$ cat src/spf_cfg.svh
/*
 Constants for the self-programming flash sequencer: control bit
 positions, command codes, geometry and timing.
 Assumes inclusion by bare name from the package and the modules.
*/
`ifndef SPF_CFG_SVH
`define SPF_CFG_SVH

// Register map (word index on the plain register port)
`define SPF_ADDR_CTRL      4'h0
`define SPF_ADDR_CONFIG    4'h1
`define SPF_ADDR_POINTER   4'h2
`define SPF_ADDR_DATA      4'h3
`define SPF_ADDR_REGION    4'h4

// Control bit positions
`define SPF_BIT_OP_EN      0
`define SPF_BIT_ERASE      1
`define SPF_BIT_WRITE      2
`define SPF_BIT_LOCK       3
`define SPF_BIT_REEN       4
`define SPF_BIT_BUSY       6

// Command codes; bit 7 ignored, bit 6 is the read-only busy flag and must
// not take part in decoding or a re-enable issued while busy never matches
`define SPF_CMD_MASK       8'h3F
`define SPF_CMD_LOAD       8'h01
`define SPF_CMD_ERASE      8'h03
`define SPF_CMD_WRITE      8'h05
`define SPF_CMD_LOCK       8'h09
`define SPF_CMD_REEN       8'h11

// Geometry
`define SPF_PC_W           13
`define SPF_WORD_W         6
`define SPF_PAGE_W         7
`define SPF_SAFE_FIRST_PG  7'h70
`define SPF_BOOT_128       13'h1F80
`define SPF_BOOT_256       13'h1F00
`define SPF_BOOT_512       13'h1E00
`define SPF_BOOT_1024      13'h1C00

// Pointer field positions
`define SPF_Z_PAGE_HI      13
`define SPF_Z_PAGE_LO      7
`define SPF_Z_WORD_HI      6
`define SPF_Z_WORD_LO      1
`define SPF_Z_BYTE         0

// Timing
`define SPF_CLK_HZ         25000000
`define SPF_OP_MIN_US      3700
`define SPF_OP_MAX_US      4500
`define SPF_SPM_WINDOW     4

`endif

$ cat src/spf_pkg.sv
/*
 Types shared by the flash sequencer modules.
 Assumes spf_cfg.svh for the numeric constants.
*/
`include "spf_cfg.svh"
package spf_pkg;
   typedef enum logic [1:0] {
      SPF_IDLE  = 2'b00,
      SPF_ARMED = 2'b01,
      SPF_BUSY  = 2'b11
   } spf_state_t;

   typedef enum logic [2:0] {
      SPF_OP_NONE,
      SPF_OP_LOAD,
      SPF_OP_ERASE,
      SPF_OP_WRITE,
      SPF_OP_LOCK,
      SPF_OP_REEN
   } spf_op_t;
endpackage

$ cat src/spf_buf_if.sv
/*
 Carrier between sequencer and temporary page buffer.
 Assumes one clock domain.
*/
`timescale 1ns/10ps
interface spf_buf_if;
   logic        wr;
   logic        clr;
   logic [5:0]  word;
   logic [15:0] wdata;
   logic [5:0]  rword;
   logic [15:0] rdata;
   modport seq (output wr, clr, word, wdata, rword, input rdata);
   modport buff (input wr, clr, word, wdata, rword, output rdata);
endinterface

$ cat src/spf_page_buf.sv
/*
 Temporary page buffer: one word per entry with a valid bit.
 Assumes the sequencer drives clear and load pulses on the same clock.
*/
`timescale 1ns/10ps
`include "spf_cfg.svh"
module spf_page_buf
   import spf_pkg::*;
#(
   parameter int WORDS = 64
) (
   // Clock and reset
   input  wire logic clk_i,
   input  wire logic rst_n,
   // Sequencer side
   spf_buf_if.buff   bus
);
   // Depth is tied to the word select field
   if (WORDS != (1 << `SPF_WORD_W)) begin : g_bad_words
      $error("spf_page_buf: WORDS must match the word select width");
   end

   logic [15:0] mem [WORDS];
   logic [WORDS-1:0] valid;
   logic [WORDS-1:0] next_valid;

   // Erased entries read as all ones
   assign bus.rdata = valid[bus.rword] ? mem[bus.rword] : 16'hFFFF;

   always_comb begin
      next_valid = valid;
      if (bus.clr) begin
         next_valid = '0;
      end else if (bus.wr) begin
         next_valid[bus.word] = 1'b1;
      end
   end

   always_ff @(posedge clk_i or negedge rst_n) begin
      if (!rst_n) begin
         valid <= '0;
      end else begin
         valid <= next_valid;
      end
   end

   // Each entry writable once until the buffer is cleared
   always_ff @(posedge clk_i) begin
      if (bus.wr && !bus.clr && !valid[bus.word]) begin
         mem[bus.word] <= bus.wdata;
      end
   end
endmodule

$ cat src/spf_seq.sv
/*
 Self-programming flash sequencer: control register, timed operations,
 boot and read-while-write region decode, page buffer control.
 Assumes the CPU writes the control register, then pulses spm_exec_i within
 four clocks; flash array is outside and obeys the op strobes.
*/
`timescale 1ns/10ps
`include "spf_cfg.svh"
module spf_seq
   import spf_pkg::*;
#(
   parameter int OP_CYCLES = (`SPF_OP_MIN_US * (`SPF_CLK_HZ / 1000000)
                              + `SPF_OP_MAX_US * (`SPF_CLK_HZ / 1000000)) / 2
) (
   // Clock and reset
   input  wire logic        clk_i,
   input  wire logic        nrst_i,
   // Register port
   input  wire logic [3:0]  addr_i,
   input  wire logic [15:0] wdata_i,
   input  wire logic        wr_i,
   input  wire logic        rd_i,
   output logic [15:0]      rdata_o,
   // CPU side
   input  wire logic        spm_exec_i,
   input  wire logic        eeprom_write_active_i,
   input  wire logic [12:0] fetch_addr_i,
   output logic             fetch_allowed_o,
   output logic             lock_write_o,
   // Flash array side
   output logic             flash_erase_o,
   output logic             flash_write_o,
   output logic [6:0]       flash_page_o,
   output logic [12:0]      boot_start_o,
   output logic [7:0]       lock_data_o
);
   localparam int MAX_CYC = (`SPF_OP_MAX_US * (`SPF_CLK_HZ / 1000000));
   // Short lengths stay legal so a bench can run the timed path quickly
   if (OP_CYCLES < 2 || OP_CYCLES > MAX_CYC) begin : g_bad_op_cycles
      $error("spf_seq: OP_CYCLES out of range");
   end

   // Reset release through two flops
   logic rst_s1;
   logic rst_n;
   always_ff @(posedge clk_i or negedge nrst_i) begin
      if (!nrst_i) begin
         rst_s1 <= 1'b0;
         rst_n  <= 1'b0;
      end else begin
         rst_s1 <= 1'b1;
         rst_n  <= rst_s1;
      end
   end

   // EEPROM flag comes from another block; synchronise
   logic ee_s1;
   logic ee_s2;
   always_ff @(posedge clk_i or negedge rst_n) begin
      if (!rst_n) begin
         ee_s1 <= 1'b0;
         ee_s2 <= 1'b0;
      end else begin
         ee_s1 <= eeprom_write_active_i;
         ee_s2 <= ee_s1;
      end
   end

   spf_buf_if bif ();
   spf_page_buf #(.WORDS(1 << `SPF_WORD_W)) u_buf (
      .clk_i (clk_i),
      .rst_n (rst_n),
      .bus   (bif)
   );

   spf_state_t  state;
   spf_state_t  next_state;
   logic [7:0]  ctrl;
   logic [7:0]  next_ctrl;
   logic [1:0]  boot_size;
   logic [1:0]  next_boot_size;
   logic [15:0] pointer;
   logic [15:0] next_pointer;
   logic [15:0] data;
   logic [15:0] next_data;
   logic        busy;
   logic        next_busy;
   logic [2:0]  win;
   logic [2:0]  next_win;
   logic [22:0] cnt;
   logic [22:0] next_cnt;
   spf_op_t     op;
   spf_op_t     next_op;
   logic [15:0] next_rdata;
   logic        next_fetch_ok;
   logic [12:0] next_boot_start;
   logic        buf_wr;
   logic        buf_clr;
   logic        start;
   logic [7:0]  cmd;

   // Word select for loads, pointer bit 0 unused by stores
   // word from pointer
   assign bif.word  = pointer[`SPF_Z_WORD_HI:`SPF_Z_WORD_LO];
   assign bif.wdata = data;
   assign bif.rword = pointer[`SPF_Z_WORD_HI:`SPF_Z_WORD_LO];
   assign bif.wr    = buf_wr;
   assign bif.clr   = buf_clr;
   assign cmd       = ctrl & `SPF_CMD_MASK;

   always_comb begin
      next_state     = state;
      next_ctrl      = ctrl;
      next_boot_size = boot_size;
      next_pointer   = pointer;
      next_data      = data;
      next_busy      = busy;
      next_win       = win;
      next_cnt       = cnt;
      next_op        = op;
      buf_wr         = 1'b0;
      buf_clr        = 1'b0;
      start          = 1'b0;
      // EEPROM write in progress blocks command writes
      if (wr_i && addr_i == `SPF_ADDR_CTRL && state == SPF_IDLE && !ee_s2) begin
         next_ctrl  = wdata_i[7:0];
         next_ctrl[`SPF_BIT_BUSY] = busy;
         next_state = wdata_i[`SPF_BIT_OP_EN] ? SPF_ARMED : SPF_IDLE;
         next_win   = 3'(`SPF_SPM_WINDOW);
      end else if (wr_i && addr_i == `SPF_ADDR_CONFIG) begin
         next_boot_size = wdata_i[1:0];
      end else if (wr_i && addr_i == `SPF_ADDR_POINTER) begin
         next_pointer = wdata_i;
      end else if (wr_i && addr_i == `SPF_ADDR_DATA) begin
         next_data = wdata_i;
      end
      case (state)
         SPF_ARMED: begin
            if (spm_exec_i) begin
               start = 1'b1;
            end else if (win == 3'h1) begin
               next_state = SPF_IDLE;
               next_ctrl[`SPF_BIT_OP_EN] = 1'b0;
            end else begin
               next_win = win - 3'h1;
            end
            if (start) begin
               next_state = SPF_IDLE;
               next_ctrl[`SPF_BIT_OP_EN] = 1'b0;
               if (cmd == `SPF_CMD_LOAD) begin
                  buf_wr = 1'b1;
               end else if (cmd == `SPF_CMD_REEN) begin
                  next_busy = 1'b0;
                  buf_clr = 1'b1;
               end else if (cmd == `SPF_CMD_ERASE || cmd == `SPF_CMD_WRITE
                            || cmd == `SPF_CMD_LOCK) begin
                  next_state = SPF_BUSY;
                  next_ctrl[`SPF_BIT_OP_EN] = 1'b1;
                  next_cnt   = 23'(OP_CYCLES - 1);
                  next_op    = (cmd == `SPF_CMD_ERASE) ? SPF_OP_ERASE :
                               (cmd == `SPF_CMD_WRITE) ? SPF_OP_WRITE : SPF_OP_LOCK;
                  if (cmd != `SPF_CMD_LOCK) begin
                     next_busy = 1'b1;
                  end
               end
            end
         end
         SPF_BUSY: begin
            if (cnt == 23'h0) begin
               next_state = SPF_IDLE;
               next_op    = SPF_OP_NONE;
               next_ctrl[`SPF_BIT_OP_EN] = 1'b0;
               if (op == SPF_OP_WRITE) begin
                  buf_clr = 1'b1;
               end
            end else begin
               next_cnt = cnt - 23'h1;
            end
         end
         default: begin
            next_state = next_state;
         end
      endcase
      next_ctrl[`SPF_BIT_BUSY] = next_busy;
   end

   always_ff @(posedge clk_i or negedge rst_n) begin
      if (!rst_n) begin
         state     <= SPF_IDLE;
         ctrl      <= 8'h00;
         boot_size <= 2'h0;
         pointer   <= 16'h0000;
         data      <= 16'h0000;
         busy      <= 1'b0;
         win       <= 3'h0;
         cnt       <= 23'h0;
         op        <= SPF_OP_NONE;
      end else begin
         state     <= next_state;
         ctrl      <= next_ctrl;
         boot_size <= next_boot_size;
         pointer   <= next_pointer;
         data      <= next_data;
         busy      <= next_busy;
         win       <= next_win;
         cnt       <= next_cnt;
         op        <= next_op;
      end
   end

   // Output decode and read path
   always_comb begin
      next_boot_start = `SPF_BOOT_1024;
      case (boot_size)
         2'b11:   next_boot_start = `SPF_BOOT_128;
         2'b10:   next_boot_start = `SPF_BOOT_256;
         2'b01:   next_boot_start = `SPF_BOOT_512;
         default: next_boot_start = `SPF_BOOT_1024;
      endcase
      next_fetch_ok = !(op == SPF_OP_ERASE || op == SPF_OP_WRITE)
                      || (fetch_addr_i[`SPF_PC_W-1:`SPF_WORD_W] >= `SPF_SAFE_FIRST_PG);
      next_rdata = 16'h0000;
      if (!rd_i) begin
         next_rdata = 16'h0000;
      end else if (addr_i == `SPF_ADDR_CTRL) begin
         next_rdata = {8'h00, ctrl};
      end else if (addr_i == `SPF_ADDR_CONFIG) begin
         next_rdata = {14'h0000, boot_size};
      end else if (addr_i == `SPF_ADDR_POINTER) begin
         next_rdata = pointer;
      end else if (addr_i == `SPF_ADDR_DATA) begin
         next_rdata = pointer[`SPF_Z_BYTE] ? {8'h00, bif.rdata[15:8]}
                                           : {8'h00, bif.rdata[7:0]};
      end else if (addr_i == `SPF_ADDR_REGION) begin
         next_rdata = {3'h0, next_boot_start};
      end
   end

   always_ff @(posedge clk_i or negedge rst_n) begin
      if (!rst_n) begin
         rdata_o         <= 16'h0000;
         fetch_allowed_o <= 1'b1;
         flash_erase_o   <= 1'b0;
         flash_write_o   <= 1'b0;
         lock_write_o    <= 1'b0;
         flash_page_o    <= 7'h00;
         boot_start_o    <= `SPF_BOOT_1024;
         lock_data_o     <= 8'hFF;
      end else begin
         rdata_o         <= next_rdata;
         fetch_allowed_o <= next_fetch_ok;
         flash_erase_o   <= (next_op == SPF_OP_ERASE);
         flash_write_o   <= (next_op == SPF_OP_WRITE);
         lock_write_o    <= (next_op == SPF_OP_LOCK);
         flash_page_o    <= pointer[`SPF_Z_PAGE_HI:`SPF_Z_PAGE_LO];
         boot_start_o    <= next_boot_start;
         lock_data_o     <= data[7:0];
      end
   end
endmodule

$ cat config.mk
export PLATFORM = sky130hd
export DESIGN_NAME = spf_seq
export DESIGN_NICKNAME = d
export VERILOG_FILES = /design/src/spf_pkg.sv /design/src/spf_buf_if.sv /design/src/spf_page_buf.sv /design/src/spf_seq.sv
export VERILOG_INCLUDE_DIRS = /design/src
export SDC_FILE = /design/constraint.sdc
export NUM_CORES = 1
export LEC_CHECK = 0
export BUFFER_PORTS_ARGS = -buffer_cell sky130_fd_sc_hd__clkbuf_2
export CAP_MARGIN = 40
export CELL_PAD_IN_SITES_DETAIL_PLACEMENT = 1
export CELL_PAD_IN_SITES_GLOBAL_PLACEMENT = 2
export CORE_UTILIZATION = 30
export DETAILED_ROUTE_END_ITERATION = 10
export PLACE_DENSITY_LB_ADDON = 0.2
export SLEW_MARGIN = 20
export SYNTH_ARGS = -nofsm -noshare
export SYNTH_HDL_FRONTEND = slang
export SYNTH_HIERARCHICAL = 1
export SYNTH_SLANG_ARGS = --single-unit
$ cat constraint.sdc
create_clock -name clk_i -period 6.6 [get_ports clk_i]
set_clock_uncertainty 0.1 [all_clocks]
set_input_delay 0.99 -clock clk_i [delete_from_list [all_inputs] [get_ports clk_i]]
set_output_delay 0.99 -clock clk_i [all_outputs]
set_load 0.005 [all_outputs]
==> flow_results.org <==
** Clock tree
- TritonCTS clock tree :: done
- Maximum level of the CTS H-tree :: 4
- Buffers inserted by post-CTS timing repair :: 0
- Clock transition at path regs :: approximately 0.060 ns
- The clock drives roughly 1.2k sinks.
- The clock passes through at most 3 buffers.
- In this run the clock root is driven by a sky130_fd_sc_hd__clkbuf_16.
- Number of buffers added by the clock tree synthesis step :: 135
- The clock reaches the later pin of the worst-skew pair after 0.78 ns.

** Pwr
- Dividing total power by cell area gives a power density of between 300 and 400 mW/mm^2.
- Peak ir drop on the vdd network :: 0.196 mV
- In this run the static leakage power is 18.0 nW.

** STA
- Final worst path period share :: 0.657
- Post-Route Hold Slack :: 0.224 ns
- Count of final setup violators :: 0
- Setup repair after global routing left no endpoint under its margin.
- Crit path time final :: 4.34 ns
- Across all setup checks in the final design, the least slack found is 2.26 ns.
- Final Slew Violations :: 0
- Total Neg Setup Slack :: 0 ns
- The number of hold violations in the final report came to 0.
- Peak clock frequency supported by timing :: ~0.23 GHz
- Max-Slew Margin vs Limit :: 0.416
- Worst Tran Pin Value :: a little under 0.9 ns

** Detailed routing
- Dividing the detail-routed via count by the number of cells gives 5.09.
- Antenna Violating Nets Remaining :: 0
- Dividing the detail-routed wire length by the instance count gives about 28 microns.
- Number of DRC markers after the initial detailed-route iteration :: 1821
- After detailed routing, the total wire length is 134000 microns.
- The detailed router placed around 25k vias in this run.
- DR DRC count :: 0
- For this run, the detailed router's first-pass iteration total came to 5.

** Cells and area
- At the end of the flow the core is filled with cells to 0.355.
- Fill cells in the final layout number approximately 15k.
- The finished layout holds 4847 standard cells, fillers aside.
- Area of combinational cells with multiple inputs :: 0.0115 sq mm
- Of the cells placed in the final design, the portion with a size suffix greater than 1 is 0.284.
- Summing all flip-flop and latch instances after layout gives 0.0353 sq mm.
- The area growth from synthesis to layout is 16.9%.
- The net count of the finished layout is 2717.

** Worst setup path
- Worst path cell trace :: buf_12 > buf_4 > mux4_2 > a22oi_1 > a21oi_1 > nor4_1 > o21ai_1 > mux2i_1 > nand2_1 > o21ai_0 > o21ai_0
- The slowest stage of the critical path is the sky130_fd_sc_hd__dfrtp_4 cell.
- In this run the number of cells on the critical path is 11.
- Largest fanout of any net on the critical path :: 51
- The critical path contains buffers and inverters numbering 2 combined.
- Critical Path RT :: 7.12 ns
- Worst reg2reg setup slack :: 2.26 ns
- Cell count of the worst reg-to-reg path :: 11
- Kind of start point of the critical path :: flop
- By startpoint and endpoint, the worst setup path is classified as flop to flop.
- Origin of the critical flop-to-flop path :: pointer[3]
- CP top delay family :: compound AO/OA/AOI/OAI gates
- Cell seen most often among critical-path stages :: sky130_fd_sc_hd__o21ai_0
- Reg2Reg Capture Point :: rdata_o[3]
- Endpoint class of the critical path :: flop
- In this design, the stage delay of the slowest critical-path cell is 0.85 ns.
- Worst path arrival time :: 4.86 ns

** Floorplan
- The floorplan step set the die height to approximately 400 microns.
- For this configuration, the core starts out at a cell density of 0.304.
- Total die area :: 0.161 sq mm
- From left edge to right edge, the die measures 401 microns.
- For this design the top-level I/O count stands at 87.
- CORE AREA :: 0.157 sq mm
- Number of core rows :: 145

** Synth
- Post-synthesis sequential area ratio :: 0.739
- In the post-synthesis netlist, the cell with the most instances is sky130_fd_sc_hd__edfxtp_1.
- Flip-flop and latch count after synthesis :: 1203
- Number of warnings issued by yosys :: 6
- Post-synth top cells :: 1024 x sky130_fd_sc_hd__edfxtp_1, 262 x sky130_fd_sc_hd__mux4_2, 170 x sky130_fd_sc_hd__dfrtp_1
- For this run, the leading register cell type out of synthesis is sky130_fd_sc_hd__edfxtp_1.
- Gate Count Post-Synth :: 2488
- Distinct cells, synth :: 84
- The synthesized netlist occupies a cell area of 0.0477 sq mm.
- Fraction of synthesized cell area taken by the top area cell type :: 0.645
- Number of enable flip-flop cells after synthesis :: 1024
- By area the synthesized netlist is led by sky130_fd_sc_hd__edfxtp_1 64%, sky130_fd_sc_hd__mux4_2 12%, sky130_fd_sc_hd__dfrtp_1 8.9%, sky130_fd_sc_hd__a22oi_1 2.1%, sky130_fd_sc_hd__mux2_2 1.0%.
- Async set or reset register ratio after synthesis :: 0.149
- In this run the mean area of a mapped cell was between 15 and 20 sq um.
- The biggest area contributor in the post-synthesis netlist is sky130_fd_sc_hd__edfxtp_1.

** Worst hold path
- Tightest Hold Check Type :: input port to flop
- Destination of the worst hold path :: ee_s1
- Along the worst hold path, the cell count comes to 1.
- The worst hold path begins at eeprom_write_active_i.

** Placement
- Setup WS pre-CTS :: roughly 2.2 ns
- HPWL Detailed :: 79300 microns
- Counting tap cells, the placed design contains a total of 4588 instances.
- During placement, the flow inserted port buffers numbering 66.
- At the end of routability-driven placement, the weighted congestion stood at 0.759.

** Global routing
- Initial antenna violation count :: 1
- Largest net degree at the start of global routing :: 178
- The first global-routing pass estimated 193000 microns of wire.
- Number of global-route vias before repair :: 26.8k
- The total overflow left after global routing is 0.
- In the global route stage, overall resource usage came out at 0.167.

** Run
- The tool flagged a number of max-cap violations equal to 0.

** Status
- The run finished with clean final reports.
==> registers in the layout, summed over array words and instances (netlist names), 2 cells and up <==
| register | flops |
|---|---|
| bif.wdata | 16 |
| boot_size | 2 |
| boot_start_o | 3 |
| cnt | 23 |
| ctrl | 8 |
| flash_page_o | 7 |
| lock_data_o | 8 |
| op | 3 |
| pointer | 16 |
| rdata_o | 16 |
| state | 2 |
| u_buf/mem | 1024 |
| u_buf/valid | 64 |
| win | 3 |
==> cell type report <==
class | instances | area share
clock inverters | 67 | 0.0138
multi-input cells | 1057 | 0.207
diodes | 5 | 0.000224
well taps | 2058 | 0.0462
clock buffers | 179 | 0.0647
inverters | 74 | 0.00498
flip-flops and latches | 1203 | 0.633
repair buffers | 204 | 0.0305
==> power breakdown <==
group / total, mW / switching, mW / internal, mW
clock: 7.45 / 3.09 / 4.35
combinational: 3.09 / 2.00 / 1.09
sequential: 8.87 / 0.134 / 8.74
total: 19.4 / 5.23 / 14.2
==> layout by cell type, fill, tap and decap left out, types with 15 or more instances in the layout <==
master | netlist | final
sky130_fd_sc_hd__edfxtp_1 | 1024 | 1024
sky130_fd_sc_hd__mux4_2 | 262 | 262
sky130_fd_sc_hd__dfrtp_1 | 170 | 150
sky130_fd_sc_hd__clkbuf_16 | 0 | 136
sky130_fd_sc_hd__a22oi_1 | 131 | 131
sky130_fd_sc_hd__buf_4 | 18 | 107
sky130_fd_sc_hd__a21oi_1 | 78 | 78
sky130_fd_sc_hd__inv_1 | 74 | 74
sky130_fd_sc_hd__nor2_1 | 87 | 74
sky130_fd_sc_hd__o22ai_1 | 66 | 66
sky130_fd_sc_hd__clkbuf_2 | 1 | 66
sky130_fd_sc_hd__nand2_1 | 50 | 50
sky130_fd_sc_hd__mux2_2 | 44 | 44
sky130_fd_sc_hd__clkbuf_1 | 83 | 39
sky130_fd_sc_hd__nor4_1 | 24 | 24
sky130_fd_sc_hd__mux2i_1 | 23 | 23
sky130_fd_sc_hd__o21ai_0 | 22 | 21
sky130_fd_sc_hd__clkinv_2 | 0 | 21
sky130_fd_sc_hd__o21ai_1 | 19 | 19
sky130_fd_sc_hd__dfrtp_2 | 0 | 17
sky130_fd_sc_hd__buf_12 | 3 | 17
sky130_fd_sc_hd__nand3_1 | 17 | 16
sky130_fd_sc_hd__nand2b_1 | 15 | 15
sky130_fd_sc_hd__clkinv_1 | 0 | 15
sky130_fd_sc_hd__mux4_1 | 15 | 15
sky130_fd_sc_hd__nor3_2 | 0 | 15
==> layer usage <==
layer  up-vias  track usage  share of wire
met4         0       0.0451          0.018
li1      10565            -              -
met5         -            0              0
met2       498        0.279           0.49
met3       135       0.0258          0.039
met1     13463        0.226           0.45
==> logic make-up after synthesis <==
logic type,count (synthesis),share of synthesized area
AO/OA/AOI/OAI,372,0.0518
adder cells (fa/ha/maj),3,0.000787
buffers and inverters,237,0.0236
XOR/XNOR,12,0.00220
AND/OR/NAND/NOR,315,0.0352
flip-flops,1203,0.739
multiplexers,344,0.147
other,2,0.000157
==> worst max path at each step <==
stage | start | to | slack (ns)
2_1_floorplan | rst_n | bif.wdata[0] | 1.16
4_1_cts | pointer[1] | rdata_o[5] | 2.15
3_5_place_dp | pointer[1] | rdata_o[5] | 2.20
3_3_place_gp | pointer[1] | rdata_o[7] | 2.01
6_report | pointer[3] | rdata_o[3] | 2.26
5_1_grt | pointer[1] | rdata_o[5] | 2.01
==> what timing repair did <==
item	in CTS	in global routing
hold endpoints to repair	2	0
hold buffers	1	0
gates resized for setup	0	0
==> stage by stage <==
step | power [mW] | instance area [sq um]
after floorplan | 10.8 | 47700
after global placement | 12.1 | 51000
after detailed placement | 12.2 | 51200
after CTS | 19.7 | 55600
after global routing | 20.1 | 55700
final | 19.4 | 55700
(Power assumes the default switching activity.)
